[src/rtl/mie_pkg.sv]
// Shared constants and types of the instruction execution core.
package mie_pkg;
  localparam int CYC_CLKS = 4;
  localparam logic [1:0] PH_FIRST = 2'h0;
  localparam logic [1:0] PH_FETCH = 2'h1;
  localparam logic [1:0] PH_LAST = 2'(CYC_CLKS - 1);
  localparam logic [1:0] PH_STEP = 2'h1;
  localparam logic [1:0] ONE_CYC = 2'h1;
  localparam int PC_W = 13;
  localparam int STK_DEPTH = 8;
  localparam logic [2:0] SP_STEP = 3'h1;
  localparam logic [PC_W-1:0] PC_RST = 13'h0000;
  localparam logic [PC_W-1:0] PC_ONE = 13'h0001;
  localparam logic [PC_W-1:0] PC_TWO = 13'h0002;
  localparam logic [4:0] LAST_PAGE = 5'h1F;
  localparam logic [7:0] BYTE_ZERO = 8'h00;
  localparam logic [7:0] BYTE_ONE = 8'h01;
  localparam logic [7:0] BYTE_ONES = 8'hFF;
  // Core registers that live in the data address space.
  localparam logic [7:0] ADR_PCL = 8'h06;
  localparam logic [7:0] ADR_TABLE_PTR_LOW = 8'h07;
  localparam logic [7:0] ADR_TABLE_PTR_HIGH = 8'h08;
  localparam logic [7:0] ADR_TABLE_READ_HIGH = 8'h09;
  // Instruction word classes in bits 15:14.
  localparam logic [1:0] CLS_OP = 2'h0;
  localparam logic [1:0] CLS_JMP = 2'h3;
  localparam int JMP_CALL_BIT = 13;
  localparam logic [5:0] OP_NOP = 6'h00, OP_SZ = 6'h01, OP_SZA = 6'h02;
  localparam logic [5:0] OP_SIZ = 6'h03, OP_SDZ = 6'h04, OP_INC_COPY_SKIP_IF_NULL = 6'h05;
  localparam logic [5:0] OP_DEC_COPY_SKIP_IF_NULL = 6'h06, OP_RET = 6'h07, OP_RETA = 6'h08;
  localparam logic [5:0] OP_IRQ_EXIT = 6'h09, OP_TABP = 6'h0A, OP_TABL = 6'h0B;
  localparam logic [5:0] OP_CLR = 6'h0C, OP_SET = 6'h0D, OP_KICK = 6'h0E;
  localparam logic [5:0] OP_PRE1 = 6'h0F, OP_PRE2 = 6'h10, OP_SWAP = 6'h11;
  localparam logic [5:0] OP_NIBBLE_EXCHANGE_COPY = 6'h12, OP_HALT = 6'h13, OP_ADC = 6'h14;
  localparam logic [5:0] OP_ADD_WITH_CARRY_TO_MEM = 6'h15, OP_ADD = 6'h16, OP_SUM_TO_MEM = 6'h17;
  localparam logic [5:0] OP_ADDI = 6'h18, OP_AND = 6'h19, OP_CONJUNCTION_TO_MEM = 6'h1A;
  localparam logic [5:0] OP_ANDI = 6'h1B, OP_CPL = 6'h1C;
  localparam logic [2:0] GRP_SZB = 3'h4, GRP_SNZB = 3'h5, GRP_CLRB = 3'h6;
  // Register bus map.
  localparam logic [7:0] OFS_CTRL = 8'h00;
  localparam logic [7:0] OFS_STAT = 8'h04;
  localparam logic [7:0] OFS_PC = 8'h08;
  localparam int CTRL_RUN = 0, CTRL_TPAGE = 1, CTRL_GIE = 2;
  localparam logic RUN_RST = 1'b1, TPAGE_RST = 1'b0, GIE_RST = 1'b0;

  typedef enum logic [1:0] {
    MIE_RUN = 2'b00,
    MIE_STALL = 2'b01,
    MIE_TABLE = 2'b10,
    MIE_HALT = 2'b11
  } mie_state_e;

  typedef struct packed {
    logic psel;
    logic penable;
    logic pwrite;
    logic [7:0] paddr;
    logic [31:0] pwdata;
  } mie_apb_req_s;

  typedef struct packed {
    logic [31:0] prdata;
    logic pready;
    logic pslverr;
  } mie_apb_rsp_s;

  typedef struct packed {
    logic [7:0] addr;
    logic [7:0] wdata;
    logic we;
  } mie_ram_req_s;

  typedef struct packed {
    mie_state_e st;
    logic [1:0] ph;
    logic [1:0] stall;
    logic [PC_W-1:0] pc;
    logic [15:0] ir;
    logic [15:0] tword;
    logic [7:0] acc;
    logic c, ac, z, ov, to, sleep_entered_flag, gie, tpage, run, pre1, pre2;
    logic [2:0] sp;
    logic [STK_DEPTH-1:0][PC_W-1:0] stk;
    logic [7:0] table_ptr_low, table_ptr_high, table_read_high;
    logic [PC_W-1:0] rom_addr;
    mie_ram_req_s ram;
    logic wdt_clr;
    logic [31:0] prdata;
    logic pslverr;
  } mie_core_s;
endpackage

[src/rtl/mie_core.sv]
// Instruction execution core: fetch, decode, execute and cycle timing.
//
// Chosen here: the placing of the registers and the APB register port.
`timescale 1ns/100ps

module mie_core (
  input wire logic clk_sys_i,
  input wire logic rst_b_i,
  input wire mie_pkg::mie_apb_req_s apb_req_i,
  output mie_pkg::mie_apb_rsp_s apb_rsp_o,
  output logic [mie_pkg::PC_W-1:0] rom_addr_o,
  input wire logic [15:0] rom_data_i,
  output mie_pkg::mie_ram_req_s ram_req_o,
  input wire logic [7:0] ram_rdata_i,
  input wire logic wdt_timeout_i,
  input wire logic wake_i,
  output logic wdt_clear_o,
  output logic clk_stop_o,
  output logic global_irq_enable_o
);
  import mie_pkg::*;

  mie_core_s s_r;
  mie_core_s s_nxt;
  logic exec_w;
  logic [5:0] op_w;
  logic [2:0] bsel_w;
  logic [7:0] m_w;
  logic is_op_w;
  logic [PC_W-1:0] stk_top_w;
  logic [7:0] mval;
  logic [7:0] res;
  logic [10:0] sum;
  logic wen;
  logic [7:0] wdat;
  logic skip;
  logic [1:0] extra;
  logic [PC_W-1:0] pcn;
  logic tab;
  logic [PC_W-1:0] taddr;

  // Returns {overflow, half carry, carry, sum}.
  function automatic logic [10:0] add8(input logic [7:0] a,
                                       input logic [7:0] b,
                                       input logic ci);
    logic [4:0] lo;
    logic [3:0] mid;
    logic [1:0] top;
    lo = {1'b0, a[3:0]} + {1'b0, b[3:0]} + {4'h0, ci};
    mid = {1'b0, a[6:4]} + {1'b0, b[6:4]} + {3'h0, lo[4]};
    top = {1'b0, a[7]} + {1'b0, b[7]} + {1'b0, mid[3]};
    return {top[1] ^ mid[3], lo[4], top[1], top[0], mid[2:0], lo[3:0]};
  endfunction

  assign exec_w = (s_r.st == MIE_RUN) && (s_r.ph == PH_LAST);
  assign op_w = s_r.ir[13:8];
  assign bsel_w = s_r.ir[10:8];
  assign m_w = s_r.ir[7:0];
  assign is_op_w = (s_r.ir[15:14] == CLS_OP);
  assign stk_top_w = s_r.stk[s_r.sp - SP_STEP];

  assign rom_addr_o = s_r.rom_addr;
  assign ram_req_o = s_r.ram;
  assign wdt_clear_o = s_r.wdt_clr;
  assign clk_stop_o = (s_r.st == MIE_HALT);
  assign global_irq_enable_o = s_r.gie;
  assign apb_rsp_o.prdata = s_r.prdata;
  assign apb_rsp_o.pslverr = s_r.pslverr;
  // Read data is latched in the setup cycle, so no wait states are needed.
  assign apb_rsp_o.pready = apb_req_i.psel && apb_req_i.penable;

  always_comb begin
    s_nxt = s_r;
    mval = BYTE_ZERO;
    res = BYTE_ZERO;
    sum = 11'h000;
    wen = 1'b0;
    wdat = BYTE_ZERO;
    skip = 1'b0;
    extra = 2'h0;
    pcn = s_r.pc + PC_ONE;
    tab = 1'b0;
    taddr = s_r.pc;
    s_nxt.ram.we = 1'b0;
    s_nxt.wdt_clr = 1'b0;

    if (apb_req_i.psel && !apb_req_i.penable) begin
      s_nxt.pslverr = apb_req_i.pwrite;
      if (apb_req_i.paddr == OFS_CTRL) begin
        s_nxt.prdata = {29'h0, s_r.gie, s_r.tpage, s_r.run};
        s_nxt.pslverr = 1'b0;
      end else if (apb_req_i.paddr == OFS_STAT) begin
        s_nxt.prdata = {17'h0, s_r.st == MIE_HALT, s_r.sleep_entered_flag, s_r.to, s_r.ov,
                        s_r.z, s_r.ac, s_r.c, s_r.acc};
      end else if (apb_req_i.paddr == OFS_PC) begin
        s_nxt.prdata = {19'h0, s_r.pc};
      end else begin
        s_nxt.prdata = 32'h0000_0000;
        s_nxt.pslverr = 1'b1;
      end
    end
    if (apb_req_i.psel && apb_req_i.penable && apb_req_i.pwrite &&
        apb_req_i.paddr == OFS_CTRL) begin
      s_nxt.run = apb_req_i.pwdata[CTRL_RUN];
      s_nxt.tpage = apb_req_i.pwdata[CTRL_TPAGE];
      s_nxt.gie = apb_req_i.pwdata[CTRL_GIE];
    end

    case (s_r.st)
      MIE_RUN: begin
        if (s_r.ph != PH_FIRST || s_r.run) begin
          s_nxt.ph = s_r.ph + PH_STEP;
        end
        if (s_r.ph == PH_FETCH) begin
          s_nxt.ir = rom_data_i;
          s_nxt.ram.addr = rom_data_i[7:0];
        end
        if (exec_w) begin
          if (m_w == ADR_PCL) begin
            mval = s_r.pc[7:0];
          end else if (m_w == ADR_TABLE_PTR_LOW) begin
            mval = s_r.table_ptr_low;
          end else if (m_w == ADR_TABLE_PTR_HIGH) begin
            mval = s_r.table_ptr_high;
          end else if (m_w == ADR_TABLE_READ_HIGH) begin
            mval = s_r.table_read_high;
          end else begin
            mval = ram_rdata_i;
          end
          if (s_r.ir[15:14] == CLS_JMP) begin
            if (s_r.ir[JMP_CALL_BIT]) begin
              s_nxt.stk[s_r.sp] = s_r.pc + PC_ONE;
              s_nxt.sp = s_r.sp + SP_STEP;
            end
            pcn = s_r.ir[PC_W-1:0];
            extra = ONE_CYC;
          end else if (is_op_w) begin
            case (op_w)
              OP_NOP: begin
              end
              OP_SZ: begin
                skip = (mval == BYTE_ZERO);
              end
              OP_SZA: begin
                s_nxt.acc = mval;
                skip = (mval == BYTE_ZERO);
              end
              OP_SIZ, OP_SDZ, OP_INC_COPY_SKIP_IF_NULL, OP_DEC_COPY_SKIP_IF_NULL: begin
                if (op_w == OP_SIZ || op_w == OP_INC_COPY_SKIP_IF_NULL) begin
                  res = mval + BYTE_ONE;
                end else begin
                  res = mval - BYTE_ONE;
                end
                skip = (res == BYTE_ZERO);
                if (op_w == OP_SIZ || op_w == OP_SDZ) begin
                  wen = 1'b1;
                  wdat = res;
                end else begin
                  s_nxt.acc = res;
                end
              end
              OP_RET, OP_RETA, OP_IRQ_EXIT: begin
                s_nxt.sp = s_r.sp - SP_STEP;
                pcn = stk_top_w;
                extra = ONE_CYC;
                if (op_w == OP_RETA) begin
                  s_nxt.acc = m_w;
                end
                if (op_w == OP_IRQ_EXIT) begin
                  s_nxt.gie = 1'b1;
                end
              end
              OP_TABP: begin
                tab = 1'b1;
                if (s_r.tpage) begin
                  taddr = {s_r.table_ptr_high[4:0], s_r.table_ptr_low};
                end else begin
                  taddr = {s_r.pc[PC_W-1:8], s_r.table_ptr_low};
                end
              end
              OP_TABL: begin
                tab = 1'b1;
                taddr = {LAST_PAGE, s_r.table_ptr_low};
              end
              OP_CLR, OP_SET: begin
                wen = 1'b1;
                wdat = (op_w == OP_SET) ? BYTE_ONES : BYTE_ZERO;
              end
              OP_KICK: begin
                s_nxt.wdt_clr = 1'b1;
                s_nxt.to = 1'b0;
                s_nxt.sleep_entered_flag = 1'b0;
                s_nxt.pre1 = 1'b0;
                s_nxt.pre2 = 1'b0;
              end
              OP_PRE1, OP_PRE2: begin
                if ((op_w == OP_PRE1) ? s_r.pre2 : s_r.pre1) begin
                  s_nxt.wdt_clr = 1'b1;
                  s_nxt.to = 1'b0;
                  s_nxt.sleep_entered_flag = 1'b0;
                  s_nxt.pre1 = 1'b0;
                  s_nxt.pre2 = 1'b0;
                end else if (op_w == OP_PRE1) begin
                  s_nxt.pre1 = 1'b1;
                end else begin
                  s_nxt.pre2 = 1'b1;
                end
              end
              OP_SWAP: begin
                wen = 1'b1;
                wdat = {mval[3:0], mval[7:4]};
              end
              OP_NIBBLE_EXCHANGE_COPY: begin
                s_nxt.acc = {mval[3:0], mval[7:4]};
              end
              OP_HALT: begin
                s_nxt.st = MIE_HALT;
                s_nxt.wdt_clr = 1'b1;
                s_nxt.sleep_entered_flag = 1'b1;
                s_nxt.to = 1'b0;
              end
              OP_ADC, OP_ADD_WITH_CARRY_TO_MEM, OP_ADD, OP_SUM_TO_MEM, OP_ADDI: begin
                sum = add8(s_r.acc, (op_w == OP_ADDI) ? m_w : mval,
                           (op_w == OP_ADC || op_w == OP_ADD_WITH_CARRY_TO_MEM) && s_r.c);
                s_nxt.ov = sum[10];
                s_nxt.ac = sum[9];
                s_nxt.c = sum[8];
                s_nxt.z = (sum[7:0] == BYTE_ZERO);
                if (op_w == OP_ADD_WITH_CARRY_TO_MEM || op_w == OP_SUM_TO_MEM) begin
                  wen = 1'b1;
                  wdat = sum[7:0];
                end else begin
                  s_nxt.acc = sum[7:0];
                end
              end
              OP_AND, OP_CONJUNCTION_TO_MEM, OP_ANDI: begin
                res = s_r.acc & ((op_w == OP_ANDI) ? m_w : mval);
                s_nxt.z = (res == BYTE_ZERO);
                if (op_w == OP_CONJUNCTION_TO_MEM) begin
                  wen = 1'b1;
                  wdat = res;
                end else begin
                  s_nxt.acc = res;
                end
              end
              OP_CPL: begin
                wen = 1'b1;
                wdat = ~mval;
                s_nxt.z = (wdat == BYTE_ZERO);
              end
              default: begin
                if (op_w[5:3] == GRP_SZB) begin
                  skip = !mval[bsel_w];
                end else if (op_w[5:3] == GRP_SNZB) begin
                  skip = mval[bsel_w];
                end else if (op_w[5:3] == GRP_CLRB) begin
                  wen = 1'b1;
                  wdat = mval;
                  wdat[bsel_w] = 1'b0;
                end
              end
            endcase
          end
          if (skip) begin
            pcn = s_r.pc + PC_TWO;
            extra = extra + ONE_CYC;
          end
          if (wen && m_w == ADR_PCL) begin
            // A loaded low byte wins over the skip step.
            pcn = {s_r.pc[PC_W-1:8], wdat};
            extra = extra + ONE_CYC;
          end
          s_nxt.pc = pcn;
          s_nxt.rom_addr = pcn;
          if (tab) begin
            s_nxt.st = MIE_TABLE;
            s_nxt.rom_addr = taddr;
          end else if (op_w == OP_HALT && is_op_w) begin
            s_nxt.st = MIE_HALT;
          end else if (extra != 2'h0) begin
            s_nxt.st = MIE_STALL;
            s_nxt.stall = extra;
          end
        end
      end
      MIE_STALL: begin
        s_nxt.ph = s_r.ph + PH_STEP;
        if (s_r.ph == PH_LAST) begin
          s_nxt.stall = s_r.stall - ONE_CYC;
          if (s_r.stall == ONE_CYC) begin
            s_nxt.st = MIE_RUN;
          end
        end
      end
      MIE_TABLE: begin
        s_nxt.ph = s_r.ph + PH_STEP;
        if (s_r.ph == PH_FETCH) begin
          s_nxt.tword = rom_data_i;
        end
        if (s_r.ph == PH_LAST) begin
          wen = 1'b1;
          wdat = s_r.tword[7:0];
          s_nxt.table_read_high = s_r.tword[15:8];
          s_nxt.st = MIE_RUN;
          s_nxt.rom_addr = s_r.pc;
          if (m_w == ADR_PCL) begin
            s_nxt.pc = {s_r.pc[PC_W-1:8], wdat};
            s_nxt.rom_addr = {s_r.pc[PC_W-1:8], wdat};
            s_nxt.st = MIE_STALL;
            s_nxt.stall = ONE_CYC;
          end
        end
      end
      MIE_HALT: begin
        // The clock is stopped outside; only the wake input restarts us.
        if (wake_i) begin
          s_nxt.st = MIE_RUN;
          s_nxt.ph = PH_FIRST;
        end
      end
      default: begin
        s_nxt.st = MIE_RUN;
      end
    endcase

    if (wen) begin
      if (m_w == ADR_TABLE_PTR_LOW) begin
        s_nxt.table_ptr_low = wdat;
      end else if (m_w == ADR_TABLE_PTR_HIGH) begin
        s_nxt.table_ptr_high = wdat;
      end else if (m_w == ADR_TABLE_READ_HIGH) begin
        s_nxt.table_read_high = wdat;
      end else if (m_w != ADR_PCL) begin
        s_nxt.ram.we = 1'b1;
        s_nxt.ram.addr = m_w;
        s_nxt.ram.wdata = wdat;
      end
    end
    // A time-out in the same cycle as a clear keeps the flag set.
    if (wdt_timeout_i) begin
      s_nxt.to = 1'b1;
    end
  end

  always_ff @(posedge clk_sys_i or negedge rst_b_i) begin
    if (!rst_b_i) begin
      s_r <= '0;
      s_r.st <= MIE_RUN;
      s_r.pc <= PC_RST;
      s_r.rom_addr <= PC_RST;
      s_r.run <= RUN_RST;
      s_r.tpage <= TPAGE_RST;
      s_r.gie <= GIE_RST;
    end else begin
      s_r <= s_nxt;
    end
  end

  a_jump_two_cycles: assert property (
    @(posedge clk_sys_i) disable iff (!rst_b_i)
    exec_w && s_r.ir[15:14] == CLS_JMP
    |=> (s_r.st == MIE_STALL) [*4] ##1 (s_r.st == MIE_RUN))
    else $error("Jump or call did not take two cycles.");

  a_skip_extra_cycle: assert property (
    @(posedge clk_sys_i) disable iff (!rst_b_i)
    exec_w && skip && !(wen && m_w == ADR_PCL)
    |=> s_r.st == MIE_STALL && s_r.pc == $past(s_r.pc) + PC_TWO)
    else $error("Taken skip did not add a cycle.");

  a_table_two_cycles: assert property (
    @(posedge clk_sys_i) disable iff (!rst_b_i)
    exec_w && is_op_w && (op_w == OP_TABP || op_w == OP_TABL)
    |=> (s_r.st == MIE_TABLE) [*4] ##1 (s_r.st != MIE_TABLE))
    else $error("Table read did not take two cycles.");

  a_kick_clears: assert property (
    @(posedge clk_sys_i) disable iff (!rst_b_i)
    exec_w && is_op_w && op_w == OP_KICK && !wdt_timeout_i
    |=> !s_r.to && !s_r.sleep_entered_flag && s_r.wdt_clr ##1 !s_r.wdt_clr)
    else $error("Watchdog kick failed to clear.");

  a_prekick_single: assert property (
    @(posedge clk_sys_i) disable iff (!rst_b_i)
    exec_w && is_op_w && op_w == OP_PRE1 && !s_r.pre2
    |=> s_r.pre1 && !s_r.wdt_clr && s_r.sleep_entered_flag == $past(s_r.sleep_entered_flag))
    else $error("Single pre-kick changed the watchdog.");

  a_halt_sleep: assert property (
    @(posedge clk_sys_i) disable iff (!rst_b_i)
    exec_w && is_op_w && op_w == OP_HALT && !wdt_timeout_i
    |=> s_r.sleep_entered_flag && !s_r.to && clk_stop_o && s_r.wdt_clr)
    else $error("Halt did not enter sleep correctly.");

  a_irq_exit_pop: assert property (
    @(posedge clk_sys_i) disable iff (!rst_b_i)
    exec_w && is_op_w && op_w == OP_IRQ_EXIT
    |=> s_r.gie && s_r.pc == $past(stk_top_w))
    else $error("Interrupt return did not pop and enable.");

  a_bit_clear_write: assert property (
    @(posedge clk_sys_i) disable iff (!rst_b_i)
    exec_w && is_op_w && op_w[5:3] == GRP_CLRB && m_w > ADR_TABLE_READ_HIGH
    |=> s_r.ram.we && !s_r.ram.wdata[$past(bsel_w)])
    else $error("Bit clear did not zero the bit.");
endmodule // mie_core

[config.mk]
export PLATFORM = sky130hd
export DESIGN_NAME = mie_core
export DESIGN_NICKNAME = d
export VERILOG_FILES = /design/src/rtl/mie_pkg.sv /design/src/rtl/mie_core.sv
export SDC_FILE = /design/constraint.sdc
export NUM_CORES = 1
export LEC_CHECK = 0
export BUFFER_PORTS_ARGS = -buffer_cell sky130_fd_sc_hd__buf_4
export CORE_ASPECT_RATIO = 0.6
export CORE_MARGIN = 2
export CORE_UTILIZATION = 50
export CTS_BUF_LIST = sky130_fd_sc_hd__clkbuf_16
export CTS_CLUSTER_DIAMETER = 40
export CTS_CLUSTER_SIZE = 40
export DETAILED_ROUTE_END_ITERATION = 8
export GPL_TIMING_DRIVEN = 0
export PLACE_DENSITY = 0.7
export SYNTH_ARGS = -nofsm -noshare
export SYNTH_HDL_FRONTEND = slang
export SYNTH_SLANG_ARGS = --single-unit
[constraint.sdc]
create_clock -name clk_sys_i -period 6.26 [get_ports clk_sys_i]
set_input_delay 0.313 -clock clk_sys_i [delete_from_list [all_inputs] [get_ports clk_sys_i]]
set_output_delay 0.313 -clock clk_sys_i [all_outputs]
set_load 0.02 [all_outputs]
# Word level (Yosys, flattened, before mapping)

Index checks and enable logic that the tools add are counted.

Register bits: 265
Bits of input ports: 71
Output and inout port bits: 67
Word-level logic and storage cells: 367

$add $sub $neg: 16
Order comparisons: 5
Eq/ne operators: 68
Muxes and demuxes: 158
Bitwise gates (word level): 10
Reduce and logical (&&, ||, !) cells: 72

Operator list:

| operator                                            | number |
|---|---|
| 2-to-1 mux 8 bit                                    | 37 |
| 2-to-1 mux 13 bit                                   | 13 |
| 2-to-1 mux 107 bit                                  | 1 |
| bitwise mux 104 bit                                 | 1 |
| 2-to-1 mux 17 bit                                   | 5 |
| equality test 6 x 5 -> 1 bit, second input constant | 13 |
| one-hot mux 13 bit (2 select lines)                 | 3 |
| 2-to-1 mux 15 bit                                   | 4 |
| one-hot mux 8 bit (7 select lines)                  | 1 |
| 2-to-1 mux 2 bit                                    | 25 |
| equality test 6 x 4 -> 1 bit, second input constant | 8 |
| zero test 8 bit                                     | 6 |
| one-hot mux 8 bit (6 select lines)                  | 1 |
| 2-to-1 mux 1 bit                                    | 42 |
| binary-select mux 13 bit (select 3 bit)             | 1 |
| demux 13 bit (select 3 bit)                         | 1 |
| 2-to-1 mux 33 bit                                   | 1 |
| inequality test 2 bit, second input constant        | 15 |
| equality test 6 x 3 -> 1 bit, second input constant | 4 |
| equality test 8 x 3 -> 1 bit, second input constant | 3 |
| equality test 8 x 4 -> 1 bit, second input constant | 3 |
| 2-to-1 mux 3 bit                                    | 8 |
| AND reduction 6 bit                                 | 4 |
| OR reduction 23 bit                                 | 1 |
| other kinds (61)                                    | 128 |

# Longest topological paths before layout

Word-level depth: 33
Depth in mapped cells: 25
Gate-level depth less buffers: 21

# Least setup slack after synthesis

No wires, ideal clock.

Path kind: register to register
Start point: register s_r, in the netlist m_w[7]
End point: register s_r[260] in the netlist's numbering
Library setup time: 0.125 ns
Data arrival time: 4.998 ns
Data required time: 6.135 ns
Slack: 1.137 ns
Stages on the path, launching flop included: 22
Buffers on the path: 2
Period minus slack after synthesis: 5.123 ns
Cells stage by stage: dfrtp_1 -> or4_4 -> buf_6 -> nand2_1 -> o211ai_1 -> nor2b_1 -> inv_1 -> ha_1 -> a21oi_1 -> o21ai_0 -> a21oi_1 -> o21bai_1 -> or4_4 -> and4_1 -> o22a_1 -> buf_6 -> ha_1 -> or2_2 -> mux2i_1 -> nand2b_1 -> a221oi_1 -> mux2_2

Longest elaborated chain between the ends: 32
Elaborated cells between the ends (all ways): 47
Classes of those cells: 3 x add/sub; 6 x eq/ne; 32 x mux; 6 x reduce/logical

RTL lines:

| element                                                                  | line                             | RTL |
|---|---|---|
| start, declared                                                          | mie_core.sv:23                   | `mie_core_s s_r;` |
| start signal, assigned                                                   | mie_core.sv:355                  | `s_r <= s_nxt;` |
| equality test 8 x 4 -> 1 bit                                             | mie_core.sv:125                  | `end else if (m_w == ADR_TABLE_READ_HIGH) begin` |
| 2-to-1 mux 8 bit                                                         | mie_core.sv:125                  |  |
| 2-to-1 mux 8 bit                                                         | mie_core.sv:123                  | `end else if (m_w == ADR_TABLE_PTR_HIGH) begin` |
| 2-to-1 mux 8 bit                                                         | mie_core.sv:121                  | `end else if (m_w == ADR_TABLE_PTR_LOW) begin` |
| 2-to-1 mux 8 bit                                                         | mie_core.sv:119                  | `if (m_w == ADR_PCL) begin` |
| 2-to-1 mux 8 bit                                                         | mie_core.sv:118                  | `if (exec_w) begin` |
| 2-to-1 mux 8 bit                                                         | mie_core.sv:109                  | `case (s_r.st)` |
| subtractor 8 x 1 -> 8 bit / adder 8 x 1 -> 8 bit (equally long branches) | mie_core.sv:152, mie_core.sv:150 |  |
| (+16 left out)                                                           | --                               |  |
| 2-to-1 mux 2 bit                                                         | mie_core.sv:268                  | `if (wen && m_w == ADR_PCL) begin` |
| 2-to-1 mux 2 bit                                                         | mie_core.sv:118                  |  |
| 2-to-1 mux 2 bit                                                         | mie_core.sv:109                  |  |
| 2-to-1 mux 2 bit                                                         | mie_core.sv:280                  | `end else if (extra != 2'h0) begin` |
| 2-to-1 mux 2 bit                                                         | mie_core.sv:278                  | `end else if (op_w == OP_HALT && is_op_w) begin` |
| 2-to-1 mux 2 bit                                                         | mie_core.sv:275                  | `if (tab) begin` |
| 2-to-1 mux 15 bit                                                        | mie_core.sv:118                  |  |
| one-hot mux 2 bit (3 select lines)                                       | mie_core.sv:109                  |  |

Several ways; a longest one is shown, not always the timed one. The select of a mux whose other input is x is not followed.
A chain may end at the register's enable or synchronous reset.

# Worst setup path after layout

Start point: register s_r, in the netlist m_w[0]
End point: register s_r[260] in the netlist's numbering

Same word-level chain as after synthesis.

==> flow_summary_export.csv <==
group,metric,value,unit
status,outcome,"finished, final reports clean",
placement,dp_cells,2206,
sta,fin_tns_setup,0,ps
drt,wirelength,58500,um
global_routing,antenna_found_initial,2,
sta,maxSlewHeadroom,0.161,
yosys,ys_warn_count,0,
global_routing,gr-usage-all-layers,0.358,
global_routing,grt_pass1_vias,13800,
power_and_ir_drop,power,0.00900,W
drt,via_per_inst,6.33,
cells_and_area,layout.cells.non_filler,2279,
drt,wl_per_cell,25.7,um
sta,hold_viol_final,0,
yosys,synthFlopType,"dfrtp_1",
drt,drtIter0Drc,1959,
clock_tree,post_cts_buffers,0,
power_and_ir_drop,p_per_area,498,nW/um^2
yosys,synth_cells,1690,
yosys,muxShareOfSynthArea,0.113,
sta,fin_skew,22.4,ps
yosys,ys_seq_elements,248,
floorplan,die_y,140,um
cells_and_area,final_cell_mix,"dfrtp_1 (244), nand2_1 (227), buf_4 (154)",
floorplan,rows,49,
floorplan,fp.dieW,230,um
min_path,hold_class,"in2reg",
yosys,synth_xor_area_frac,0.0154,
critical_path,start_kind,"flip-flop",
critical_path,end_kind,"flip-flop",
power_and_ir_drop,vdd_drop_max,0.291,mV
critical_path,path_class,"reg2reg",
yosys,synth_area_per_cell,9.09,sq um
yosys,ys_seq_area_frac,0.404,
yosys,synth_top_family_by_area,"compound AO/OA/AOI/OAI gates",
clock_tree,insertion_delay,590,ps
clock_tree,cts_tree,"done",
critical_path,crit_chain,"buf_2, buf_2, clkbuf_2, o32ai_1, o31ai_2, nand2_2, inv_1, ha_1, nor2b_1, o21a_1, o2111a_1, a311oi_2, o2111a_1, and4_1, o22a_1, buf_6, inv_6, buf_8, ha_1, nand2_1, mux2i_1, nand2b_1, a221oi_2, mux2_2",
min_path,hold-path-cell-count,3,
placement,hpwl,44200,um
yosys,yosys.area.top_type_share,0.402,
critical_path,reg2reg_from,"m_w[0]$_DFFE_PN0P_",
critical_path,critPathSlowestCell,"a311oi_2",
critical_path,r2r_slack,140,ps
sta,rsz0062_at_grt,"false",
run,maxCapViolCount,0,
cells_and_area,final_common_cell,"dfrtp_1",
yosys,synth-edff-count,0,
sta,max_freq,163,MHz
critical_path,cp_max_fo,10,
clock_tree,cts_buffer_depth,3,
sta,worst-slew-pin-transition,1250,ps
placement,gp_congestion,0.990,
sta,drv_slew,0,
sta,setup_viol,0,
yosys,syn-cell-area,15400,sq um
drt,met2_length,22300,um
critical_path,max_stage_delay,440,ps
power_and_ir_drop,p_leak,7.74,nW
drt,routed.top_layer,"met4",
yosys,synth.area.top_cells,"dfrtp_1 (40%), nand2_1 (5.6%), o21ai_0 (4.6%), mux2_2 (4.3%), a21oi_1 (4.0%)",
yosys,synth-compound-area-share,0.195,
sta,finalCritPeriodShare,0.977,
drt,drtPass1Iterations,7,
critical_path,arrival,6590,ps
drt,drt-met1-wl,26000,um
clock_tree,clock_sinks,248,
clock_tree,h-tree-depth,1,
cells_and_area,n_fill_cell,2647,
floorplan,fp.coreArea,30100,sq um
floorplan,die_area,32200,sq um
critical_path,worstRegToRegCells,24,
cells_and_area,nets,1954,
cells_and_area,area_delta_synth_final,17.7,%
yosys,synth_cell_types,88,
global_routing,grt_pass1_wl,86300,um
critical_path,rr_endpoint,"s_r[260]$_DFFE_PN0P_",
critical_path,startpoint,"m_w[0]$_DFFE_PN0P_",
drt,vias,14400,
floorplan,start_util,0.510,
drt,drcViolationCount,0,
yosys,yosys.area.top_type,"dfrtp_1",
drt,routed-wl-met3,9070,um
placement,io_buffers,90,
sta,min_period,6120,ps
clock_tree,cts_buffers,29,
critical_path,critical_path.endpoint,"s_r[260]$_DFFE_PN0P_",
cells_and_area,drive_above_1_share,0.190,
yosys,synth_adder_area_share,0.0313,
drt,ant_nets,0,
global_routing,grt_max_degree,119,
critical_path,cp.required,6730,ps
clock_tree,clk_pin_slew,70,ps
global_routing,gr-total-overflow,0,
cells_and_area,antennaDiodeCount,0,
floorplan,io_pins,138,
yosys,yosys.area_share.simple,0.170,
yosys,async_flop_share,1.00,
clock_tree,cts-root-buf,"clkbuf_16",
## cells in the mapped netlist, types with 13 or more instances
cell	n
xor2_1	19
ha_1	28
nand3_1	34
mux2i_1	50
nor3_1	27
nand2b_1	16
or3_1	14
buf_4	65
o21ai_0	141
nor2b_1	16
inv_1	38
a21oi_1	124
a221oi_1	13
nor2_1	140
mux2_2	58
o221ai_1	17
and2_1	19
dfrtp_1	247
clkbuf_1	88
nand2_1	229
and3_1	24
a211oi_1	30
mux4_2	26
## critical path, delay by kind of cell, from the launching register on
kind / cells / cell delay (ps)
buf+inv: 7 / 1470
fa+ha+maj: 2 / 510
mux: 2 / 500
simple gates: 5 / 960
flops: 1 / 380
compound gates: 8 / 2180
## report_power, final
part,switching (W),internal [W]
registers,0.000480,0.00202
logic,0.00295,0.00161
clock network,0.000857,0.00108
## area by class of cell
| cell class | count | area [sq um] | share of cell area |
|---|---|---|---|
| plain buffers | 170 | 925 | 0.0511 |
| flip-flops and latches | 248 | 6210 | 0.343 |
| inverters | 40 | 155 | 0.00858 |
| repair buffers | 113 | 948 | 0.0524 |
| multi-input cells | 1247 | 8220 | 0.455 |
| well taps | 408 | 510 | 0.0282 |
| clock inverters | 24 | 384 | 0.0212 |
| clock buffers | 29 | 726 | 0.0401 |
## per-layer routing
metal,vias to the layer above,track usage
met3,96,0.175
li1,6336,-
met2,894,0.461
met5,-,0
met1,7093,0.537
met4,0,0.0699
## through the flow
step                      hold slack (ps)  setup WS [ps]  cell area [sq um]  utilization
after floorplan                      17.4           1140              15400            -
after global placement                457           -759              16600        0.552
after detailed placement              188           -803              16700        0.554
after CTS                             146           87.2              18000        0.599
after global routing                  178           1.32              18100        0.601
final                                 156            142              18100        0.601
## worst min path at each step
stage	start	to
2_1_floorplan	rst_b_i	async pin
5_1_grt	apb_req_i[35]	apb_rsp_o[3]$_DFFE_PN0P_
3_5_place_dp	rst_b_i	async pin
6_report	apb_req_i[35]	apb_rsp_o[3]$_DFFE_PN0P_
3_3_place_gp	flip-flop	flip-flop
4_1_cts	apb_req_i[35]	apb_rsp_o[3]$_DFFE_PN0P_
## timing repair
item,4_1_cts,5_1_grt
endpoints found under the setup margin,19,17
gates resized for setup,10,19
hold buffers,21,0
hold endpoints to repair,84,0
## cell families after synthesis
family / count (synthesis)
compound gates: 470
xor+xnor: 27
fa+ha+maj: 35
buf+inv: 211
flops: 248
mux: 134
other cells: 1
simple gates: 564
Power figures use the tool's default switching activity.
